**config.mk**
```make
export PLATFORM = sky130hd
export DESIGN_NAME = dhp_top
export DESIGN_NICKNAME = d
export VERILOG_FILES = /design/src/hw/dhp_pkg.sv /design/src/hw/dhp_top.sv
export SDC_FILE = /design/constraint.sdc
export NUM_CORES = 1
export LEC_CHECK = 0
export BUFFER_PORTS_ARGS = -buffer_cell sky130_fd_sc_hd__buf_2
export CAP_MARGIN = 5
export CORE_ASPECT_RATIO = 1.5
export CORE_MARGIN = 2
export CORE_UTILIZATION = 25
export CTS_CLUSTER_DIAMETER = 80
export DETAILED_ROUTE_END_ITERATION = 10
export HOLD_SLACK_MARGIN = 0.03
export SLEW_MARGIN = 20
export SYNTH_ARGS = -nofsm -noshare
export SYNTH_HDL_FRONTEND = slang
export SYNTH_SLANG_ARGS = --single-unit
```
**constraint.sdc**
```tcl
create_clock -name clk -period 2.3 [get_ports clk]
set_clock_uncertainty 0.05 [all_clocks]
set_input_delay 0.23 -clock clk [delete_from_list [all_inputs] [get_ports clk]]
set_output_delay 0.23 -clock clk [all_outputs]
set_load 0.02 [all_outputs]
```
**src/hw/dhp_pkg.sv**
```systemverilog
package dhp_pkg;

   // ----------------------------------------------------------------
   // register addresses on the four-bit host address
   // ----------------------------------------------------------------
   localparam logic [3:0] ADDR_STAT_A   = 4'h1;
   localparam logic [3:0] ADDR_STAT_B   = 4'h9;
   localparam logic [3:0] ADDR_IRQ      = 4'h5;
   localparam logic [3:0] ADDR_IPORT    = 4'hD;
   localparam logic [3:0] ADDR_OPCFG    = 4'hD;
   localparam logic [3:0] ADDR_OP_SET   = 4'hE;
   localparam logic [3:0] ADDR_OP_CLR   = 4'hF;
   localparam logic [3:0] ADDR_CLKSEL   = 4'h2;

   // ----------------------------------------------------------------
   // reset values and field positions
   // ----------------------------------------------------------------
   localparam logic [7:0] REG_CLEAR     = 8'h00;
   localparam logic [7:0] PINS_HIGH     = 8'hFF;
   localparam int         ISR_TX_A      = 0;
   localparam int         ISR_RX_A      = 1;
   localparam int         ISR_TX_B      = 4;
   localparam int         ISR_RX_B      = 5;
   localparam int         CFG_OP4       = 4;
   localparam int         CFG_OP5       = 5;
   localparam int         CFG_OP6       = 6;
   localparam int         CFG_OP7       = 7;
   localparam int         SEL_TXC_A     = 0;
   localparam int         SEL_RXC_A     = 1;
   localparam int         SEL_TXC_B     = 2;
   localparam int         SEL_RXC_B     = 3;
   localparam int         SEL_CT_EXT    = 4;
   localparam int         SEL_CTS_A     = 5;
   localparam int         SEL_CTS_B     = 6;
   localparam int         SYNC_STAGES   = 2;

   // host bus cycle phases
   typedef enum logic [1:0] {
      DHP_IDLE,
      DHP_ACK,
      DHP_WAIT
   } dhp_state_t;

   // pin bundle carried as one unit
   typedef struct packed {
      logic [7:0] data;
      logic [7:0] oe;
   } dhp_bus_t;

endpackage : dhp_pkg

```
**src/hw/dhp_top.sv**
```systemverilog
`timescale 1ns/1ns
// How it works
// - bus-select high picks acknowledge-style bus
// - eight-bit tri-state data bus, bit 0 lsb
// - chip select high floats data bus
// - acknowledge low during every transfer cycle
// - four-bit address selects register
// - reset clears status, mask, port, config
// - reset drives outputs high, halts timer
// - reset idles channels, serial outputs high
// - irq pin low when masked condition true
// - inputs 0,1 also clear-to-send a, b
// - input 2 also counter external clock
// - external transmit clock shifts on falling edge
// - external receive clock samples on rising edge
// - output 7 may show channel b tx irq
// - outputs 4,5,6 may show irq bits 1,5,0
module dhp_top (
   input  wire logic       clk,
   input  wire logic       reset_n,
   input  wire logic       bus_select,
   input  wire logic       chip_select_n,
   input  wire logic       read_write_n,
   input  wire logic [3:0] addr,
   input  wire logic [7:0] data_in,
   output logic      [7:0] data_out,
   output logic      [7:0] data_oe,
   output logic            transfer_ack_n,
   output logic            irq_request_n_oe,
   input  wire logic [6:0] in_pins,
   input  wire logic [7:0] irq_events,
   input  wire logic [7:0] chan_status_a,
   input  wire logic [7:0] chan_status_b,
   input  wire logic       tx_bit_a,
   input  wire logic       tx_bit_b,
   output logic      [7:0] out_pins,
   output logic      [7:0] out_pins_od_oe,
   output logic            tx_serial_out_a,
   output logic            tx_serial_out_b,
   output logic            tx_shift_a,
   output logic            tx_shift_b,
   output logic            rx_sample_a,
   output logic            rx_sample_b,
   output logic            timer_tick,
   output logic            timer_run,
   output logic            clear_to_send_a_n,
   output logic            clear_to_send_b_n
);

   // ----------------------------------------------------------------
   // reset release and input synchronisers
   // ----------------------------------------------------------------
   logic [1:0] rst_sync_r;
   logic       rst_n;
   logic [6:0]  s1_r;
   logic [6:0]  s2_r;
   // select and direction wake up at their idle high level
   localparam logic [6:0] SYNC_IDLE = 7'h30;
   logic [6:0]  ip_prev_r;

   // reset released only after two clean edges
   always_ff @(posedge clk or negedge reset_n) begin
      if (!reset_n) rst_sync_r <= 2'b00;
      else          rst_sync_r <= {rst_sync_r[0], 1'b1};
   end
   assign rst_n = rst_sync_r[1];

   // two-stage capture of the bus select, direction and address inputs
   always_ff @(posedge clk or negedge reset_n) begin
      if (!reset_n) begin
         s1_r <= SYNC_IDLE;
         s2_r <= SYNC_IDLE;
      end else begin
         s1_r <= {bus_select, chip_select_n, read_write_n, addr};
         s2_r <= s1_r;
      end
   end

   logic [6:0] ip_s;
   logic [6:0] ip2_s;
   always_ff @(posedge clk or negedge reset_n) begin
      if (!reset_n) begin
         ip2_s     <= 7'h00;
         ip_s      <= 7'h00;
         ip_prev_r <= 7'h00;
      end else begin
         ip2_s     <= in_pins;
         ip_s      <= ip2_s;
         ip_prev_r <= ip_s;
      end
   end

   logic       bsel_s;
   logic       cs_n_s;
   logic       rw_s;
   logic [3:0] addr_s;
   assign bsel_s = s2_r[6];
   assign cs_n_s = s2_r[5];
   assign rw_s   = s2_r[4];
   assign addr_s = s2_r[3:0];

   // ----------------------------------------------------------------
   // host cycle sequencing
   // ----------------------------------------------------------------
   dhp_pkg::dhp_state_t st_r;
   dhp_pkg::dhp_state_t st_nxt;
   logic cyc_start;
   logic do_write;
   logic do_read;

   // a cycle opens once select is low on the acknowledge bus
   assign cyc_start = (st_r == dhp_pkg::DHP_IDLE) && !cs_n_s && bsel_s;
   assign do_write  = cyc_start && !rw_s;
   assign do_read   = cyc_start && rw_s;

   always_comb begin
      case (st_r)
         dhp_pkg::DHP_IDLE: st_nxt = cyc_start ? dhp_pkg::DHP_ACK
                                               : dhp_pkg::DHP_IDLE;
         dhp_pkg::DHP_ACK:  st_nxt = dhp_pkg::DHP_WAIT;
         dhp_pkg::DHP_WAIT: st_nxt = cs_n_s ? dhp_pkg::DHP_IDLE
                                            : dhp_pkg::DHP_WAIT;
         default:           st_nxt = dhp_pkg::DHP_IDLE;
      endcase
   end

   always_ff @(posedge clk or negedge reset_n) begin
      if (!reset_n)   st_r <= dhp_pkg::DHP_IDLE;
      else if (!rst_n) st_r <= dhp_pkg::DHP_IDLE;
      else            st_r <= st_nxt;
   end

   // ----------------------------------------------------------------
   // host-visible registers
   // ----------------------------------------------------------------
   logic [7:0] imr_r;
   logic [7:0] isr_r;
   logic [7:0] opr_r;
   logic [7:0] output_port_config_reg_r;
   logic [7:0] clksel_r;
   logic [7:0] sra_r;
   logic [7:0] srb_r;
   logic [7:0] isr_nxt;
   logic       wr_imr;
   logic       wr_output_port_config_reg;
   logic       wr_set;
   logic       wr_clr;
   logic       wr_sel;
   logic       rd_isr;

   // address decode of the write strobes
   assign wr_imr  = do_write && addr_s == dhp_pkg::ADDR_IRQ;
   assign wr_output_port_config_reg = do_write && addr_s == dhp_pkg::ADDR_OPCFG;
   assign wr_set  = do_write && addr_s == dhp_pkg::ADDR_OP_SET;
   assign wr_clr  = do_write && addr_s == dhp_pkg::ADDR_OP_CLR;
   assign wr_sel  = do_write && addr_s == dhp_pkg::ADDR_CLKSEL;
   assign rd_isr  = do_read  && addr_s == dhp_pkg::ADDR_IRQ;
   // events stay sticky until the status is read; set beats clear
   assign isr_nxt = (rd_isr ? dhp_pkg::REG_CLEAR : isr_r) | irq_events;

   // all these clear while reset is held
   always_ff @(posedge clk or negedge reset_n) begin
      if (!reset_n) begin
         imr_r    <= dhp_pkg::REG_CLEAR;
         isr_r    <= dhp_pkg::REG_CLEAR;
         opr_r    <= dhp_pkg::REG_CLEAR;
         output_port_config_reg_r   <= dhp_pkg::REG_CLEAR;
         clksel_r <= dhp_pkg::REG_CLEAR;
         sra_r    <= dhp_pkg::REG_CLEAR;
         srb_r    <= dhp_pkg::REG_CLEAR;
      end else begin
         if (wr_imr)  imr_r    <= data_in;
         if (wr_output_port_config_reg) output_port_config_reg_r   <= data_in;
         if (wr_sel)  clksel_r <= data_in;
         if (wr_set)  opr_r    <= opr_r | data_in;
         else if (wr_clr) opr_r <= opr_r & ~data_in;
         isr_r <= isr_nxt;
         sra_r <= chan_status_a;
         srb_r <= chan_status_b;
      end
   end

   logic [7:0] rd_mux;
   assign rd_mux =
      (addr_s == dhp_pkg::ADDR_STAT_A) ? sra_r :
      (addr_s == dhp_pkg::ADDR_STAT_B) ? srb_r :
      (addr_s == dhp_pkg::ADDR_IRQ)    ? isr_r :
      (addr_s == dhp_pkg::ADDR_IPORT)  ? {1'b0, ip_s} :
                                         dhp_pkg::REG_CLEAR;

   // ----------------------------------------------------------------
   // data bus drive and acknowledge
   // ----------------------------------------------------------------
   dhp_pkg::dhp_bus_t bus_r;
   logic              ack_r;

   // drive only during an open read; float as soon as select rises
   always_ff @(posedge clk or negedge reset_n) begin
      if (!reset_n) begin
         bus_r <= '0;
         ack_r <= 1'b1;
      end else begin
         if (do_read) bus_r <= '{data: rd_mux, oe: 8'hFF};
         else if (cs_n_s || !rw_s) bus_r.oe <= 8'h00;
         ack_r <= !((st_nxt != dhp_pkg::DHP_IDLE) && !cs_n_s);
      end
   end
   assign data_out       = bus_r.data;
   assign data_oe        = bus_r.oe;
   assign transfer_ack_n = ack_r;

   // ----------------------------------------------------------------
   // interrupt pin and output port
   // ----------------------------------------------------------------
   logic       irq_r;
   logic [7:0] op_r;
   logic [7:0] op_od_r;
   logic [7:0] op_val;
   logic [7:0] op_odv;

   // port bit set means pin low, so reset value gives high pins
   assign op_val = ~opr_r;
   assign op_odv = {output_port_config_reg_r[dhp_pkg::CFG_OP7] & isr_r[dhp_pkg::ISR_TX_B],
                    output_port_config_reg_r[dhp_pkg::CFG_OP6] & isr_r[dhp_pkg::ISR_TX_A],
                    output_port_config_reg_r[dhp_pkg::CFG_OP5] & isr_r[dhp_pkg::ISR_RX_B],
                    output_port_config_reg_r[dhp_pkg::CFG_OP4] & isr_r[dhp_pkg::ISR_RX_A],
                    4'h0};

   always_ff @(posedge clk or negedge reset_n) begin
      if (!reset_n) begin
         irq_r   <= 1'b0;
         op_r    <= dhp_pkg::PINS_HIGH;
         op_od_r <= dhp_pkg::REG_CLEAR;
      end else begin
         irq_r   <= |(isr_r & imr_r);
         op_r    <= {output_port_config_reg_r[7:4] & 4'h0 | op_val[7:4] & ~output_port_config_reg_r[7:4],
                     op_val[3:0]};
         op_od_r <= op_odv;
      end
   end
   assign irq_request_n_oe = irq_r;
   assign out_pins         = op_r;
   assign out_pins_od_oe   = op_od_r;

   // ----------------------------------------------------------------
   // alternate input functions and serial idle
   // ----------------------------------------------------------------
   logic [6:0] rise;
   logic [6:0] fall;
   assign rise = ip_s & ~ip_prev_r;
   assign fall = ~ip_s & ip_prev_r;

   logic tsa_r, tsb_r, rsa_r, rsb_r, tick_r, run_r;
   logic txa_r, txb_r, ctsa_r, ctsb_r;

   always_ff @(posedge clk or negedge reset_n) begin
      if (!reset_n) begin
         tsa_r  <= 1'b0;
         tsb_r  <= 1'b0;
         rsa_r  <= 1'b0;
         rsb_r  <= 1'b0;
         tick_r <= 1'b0;
         run_r  <= 1'b0;
         txa_r  <= 1'b1;
         txb_r  <= 1'b1;
         ctsa_r <= 1'b1;
         ctsb_r <= 1'b1;
      end else begin
         tsa_r  <= clksel_r[dhp_pkg::SEL_TXC_A] & fall[3];
         tsb_r  <= clksel_r[dhp_pkg::SEL_TXC_B] & fall[5];
         rsa_r  <= clksel_r[dhp_pkg::SEL_RXC_A] & rise[4];
         rsb_r  <= clksel_r[dhp_pkg::SEL_RXC_B] & rise[6];
         tick_r <= clksel_r[dhp_pkg::SEL_CT_EXT] & rise[2];
         run_r  <= rst_n;
         txa_r  <= rst_n ? tx_bit_a : 1'b1;
         txb_r  <= rst_n ? tx_bit_b : 1'b1;
         ctsa_r <= clksel_r[dhp_pkg::SEL_CTS_A] ? ip_s[0] : 1'b1;
         ctsb_r <= clksel_r[dhp_pkg::SEL_CTS_B] ? ip_s[1] : 1'b1;
      end
   end
   assign tx_shift_a        = tsa_r;
   assign tx_shift_b        = tsb_r;
   assign rx_sample_a       = rsa_r;
   assign rx_sample_b       = rsb_r;
   assign timer_tick        = tick_r;
   assign timer_run         = run_r;
   assign tx_serial_out_a   = txa_r;
   assign tx_serial_out_b   = txb_r;
   assign clear_to_send_a_n = ctsa_r;
   assign clear_to_send_b_n = ctsb_r;

   // ----------------------------------------------------------------
   // checks
   // ----------------------------------------------------------------
   chk_float_idle: assert property (
      @(posedge clk) disable iff (!reset_n)
      $past(cs_n_s) && $past(st_r) != dhp_pkg::DHP_IDLE |-> data_oe == 0)
      else $error("bus driven while deselected");
   chk_ack_cycle: assert property (
      @(posedge clk) disable iff (!reset_n)
      cyc_start |=> !transfer_ack_n)
      else $error("no acknowledge on cycle");
   chk_read_drive: assert property (
      @(posedge clk) disable iff (!reset_n)
      do_read |=> data_oe == 8'hFF && data_out == $past(rd_mux))
      else $error("read data not driven");
   chk_irq_pin: assert property (
      @(posedge clk) disable iff (!reset_n)
      (|(isr_r & imr_r)) |=> irq_request_n_oe)
      else $error("irq not raised");
   chk_tx_fall: assert property (
      @(posedge clk) disable iff (!reset_n)
      clksel_r[dhp_pkg::SEL_TXC_A] && fall[3] |=> tx_shift_a)
      else $error("tx shift missed");
   chk_rx_rise: assert property (
      @(posedge clk) disable iff (!reset_n)
      clksel_r[dhp_pkg::SEL_RXC_B] && rise[6] |=> rx_sample_b)
      else $error("rx sample missed");
   chk_op7_irq: assert property (
      @(posedge clk) disable iff (!reset_n)
      output_port_config_reg_r[dhp_pkg::CFG_OP7] && isr_r[dhp_pkg::ISR_TX_B]
      |=> out_pins_od_oe[7])
      else $error("op7 irq not shown");
   chk_reset_idle: assert property (
      @(posedge clk) disable iff (!reset_n)
      !rst_n |=> tx_serial_out_a && tx_serial_out_b && !timer_run)
      else $error("channels not idle in reset");
   chk_wr_decode: assert property (
      @(posedge clk) disable iff (!reset_n)
      wr_imr |=> imr_r == $past(data_in))
      else $error("mask write lost");

endmodule : dhp_top

```
==> results.yml <==
critical_path:
  path_class: "reg -> reg"
  crit_path_start_kind: "flop"
  worstPathArrival_ns: 2.31
  crit_buf_inv: 0
  cpLargestDelayFamily: "simple AND/OR/NAND/NOR gates"
  critPathMaxStageDelay_ns: 0.62
  critPathCaptureType: "flop"
  cp.required_ns: 2.53
  crit_chain: "or4b_1 -> nor3_4 -> mux2_2"
  worst_path_max_delay_cell: "or4b_1"
  critical_path_peak_fanout: 13
drt:
  vias: 2795
  drt_wl_total_mm: 10.2
  drt_iter0_drc: 121
  viasPerCell: 4.29
  ant_nets: 0
  wl_per_cell_um: 15.6
  drcViolationCount: 0
  first_pass_iters: 4
timing:
  hold_viol: 0
  period_needed_ns: 2.08
  rsz0062_at_grt: "no"
  slew_violations: 0
  fin_ws_ns: 0.217
  max_slew_margin_pct: 59.2
  finalCritPeriodShare_pct: 90.6
  setup_viol: 0
  fmax_ghz: 0.480
  fin_tns_setup_ns: 0
  worst_pin_slew_ns: 0.613
clock_network:
  clkSlewWorstSetupHoldPaths_ns: 0.05
  cts_setup_buffers: 0
  clock_latency_ns: 0.40
  htreeDepth: 4
  post_cts_resized: 0
  cts_buffers: 17
  cts_tree: "yes"
  root_buffer: "clkbuf_16"
  clock-sinks: 121
  cts_buffer_depth: 2
  cts_hold_buf: 41
power_and_ir_drop:
  cellLeakagePower_nw: 2.76
  irDropWorstVdd_v: 0.000451
  powerDensity_nw_per_um2: 954
  finalPower_mw: 5.64
floorplanning:
  die_w_um: 110
  start_util_pct: 25.5
  pin_count: 94
  die_area_um2: 18100
  rows: 58
  die_y_um: 164
  coreArea_um2: 16700
finish:
  layout.nets: 478
  area_growth_pct: 39.1
  drive_gt1_share_pct: 37.6
  antenna_cells: 0
  n_fill_cell: 1604
  fin_area_um2: 5910
  finalNonFillerCells: 651
synthesis:
  synth.ff_latch_count: 121
  synth-warning-count: 0
  netlist_instances: 291
  synth.avg_cell_area_um2: 14.6
  synth_area_um2: 4250
  netlist-cell-type-count: 38
  ys_seq_area_share_pct: 71.7
grt:
  grt_max_degree: 54
  grt_pass1_vias: 3039
  track_usage_pct: 12.0
  antenna_found_initial: 0
  overflow: 0
  grt_pass1_wl_mm: 16.4
placement:
  hpwl_mm: 7.17
  globalplace.congestion: 0.781
  dpl_cell_area_um2: 4910
  dp_slack_ns: 0.216
  placed_cells: 578
  portBuffers: 89
run_status:
  outcome: "finished, final reports clean"
worst_hold_path:
  min_path_type: "in -> reg"
run:
  drv_cap: 0
## worst paths after layout
check                                    from                      end  slack, ns  cells past startpoint
setup / recovery            s2_r[0]$_DFF_PN0_  clksel_r[0]$_DFFE_PN0P_       0.22                      3
min in group asynchronous             reset_n       ip2_s[2]$_DFF_PN0_       0.36                      2
hold / removal                     data_in[0]                     flop       0.06                      2
hold reg to reg            ip2_s[1]$_DFF_PN0_        ip_s[1]$_DFF_PN0_       0.29                      0
setup reg to reg            s2_r[0]$_DFF_PN0_  clksel_r[0]$_DFFE_PN0P_       0.22                      3
max in group asynchronous             reset_n    out_pins[0]$_DFF_PN1_       1.02                      3
## cells by family after synthesis
logic type / count (synthesis) / synth area share, %
compound gates: 52 / 8.60
other cells: 2 / 0.177
flops: 121 / 71.7
buf+inv: 32 / 4.12
simple gates: 58 / 8.65
mux: 26 / 6.71
## cells in the final DEF (no fill, tap or decap), types with 2 or more instances in the layout
cell type | synthesis | layout
clkbuf_1 | 4 | 6
mux2i_1 | 6 | 6
dlygate4sd3_1 | 0 | 41
a21o_1 | 15 | 15
dfstp_2 | 17 | 17
bufinv_16 | 0 | 3
mux2_1 | 4 | 4
nand4_1 | 6 | 6
clkinvlp_4 | 0 | 2
mux2_2 | 16 | 16
a22oi_1 | 4 | 4
buf_4 | 11 | 7
a31oi_1 | 10 | 10
nor2_1 | 8 | 8
o2111ai_1 | 7 | 7
and2_1 | 5 | 5
clkbuf_8 | 0 | 2
or2_2 | 7 | 7
a41oi_1 | 3 | 3
a21oi_1 | 10 | 10
inv_1 | 10 | 10
conb_1 | 2 | 5
nand2_1 | 11 | 11
dfrtp_1 | 104 | 104
and3b_1 | 3 | 3
nor2b_1 | 2 | 2
and3_1 | 3 | 3
nand2b_1 | 4 | 4
buf_2 | 5 | 88
clkbuf_16 | 0 | 17
## area by class of cell
class	count	area [µm²]	share of cell area (%)
multi-input combinational	141	1040	17.7
clock inverter	7	119	2.01
inverter	10	37.5	0.635
clock buffer	25	475	8.04
tap	210	263	4.45
sequential	121	3050	51.6
timing repair buffer	137	923	15.6
## power breakdown
group	switching (mW)	internal, mW	total (mW)
Clock	0.878	1.76	2.64
Combinational	0.314	0.240	0.554
Sequential	0.108	2.34	2.44
Total	1.30	4.34	5.64
## state kept, by name, summed over array words and instances, names as in the netlist, 2 cells and up, named ones only
name	cells
data_out	8
ip2_s	7
sra_r	8
ip_s	7
rst_sync_r	2
s2_r	7
srb_r	8
output_port_config_reg_r	4
imr_r	8
out_pins_od_oe	4
ip_prev_r	5
out_pins	8
st_r	2
s1_r	7
isr_r	8
clksel_r	7
## layer usage
metal	vias to the layer above	global-route usage (%)	share of wire (%)
met5	-	0	0
met4	0	6.82	2.7
met3	13	3.14	3.3
met2	93	21.8	56
met1	1406	12.7	38
li1	1283	-	-
## per-stage QoR
stage	utilization, %	hold WS, ns
3_3_place_gp	29.4	0.215
6_report	35.4	0.0637
4_1_cts	35.4	0.0529
5_1_grt	35.4	0.0476
2_1_floorplan	-	-0.116
3_5_place_dp	29.4	0.229
## cell usage after synthesis, drive strengths merged
library cell / number / share of area (%)
mux2: 20 / 5.3
o22ai: 1 / 0.15
clkbuf: 4 / 0.35
nor2: 8 / 0.71
o2111ai: 7 / 1.4
nand2b: 4 / 0.59
a31oi: 10 / 1.5
dfstp: 17 / 11
or4b: 2 / 0.56
mux2i: 6 / 1.4
inv: 10 / 0.88
nand2: 11 / 0.97
a21o: 15 / 2.6
and3: 3 / 0.44
a32oi: 1 / 0.21
or2b: 1 / 0.18
a22oi: 4 / 0.71
or2: 7 / 1.0
dfrtp: 104 / 61
and2: 5 / 0.74
nor2b: 2 / 0.29
nor4b: 2 / 0.41
and3b: 3 / 0.62
nand3: 1 / 0.12
nand4: 6 / 0.88
a41oi: 3 / 0.62
nor4: 1 / 0.50
nor3: 1 / 0.38
a21oi: 10 / 1.2
o31ai: 1 / 0.18
nor4bb: 1 / 0.24
buf: 18 / 2.9
conb: 2 / 0.18
(Power assumes the default switching activity.)
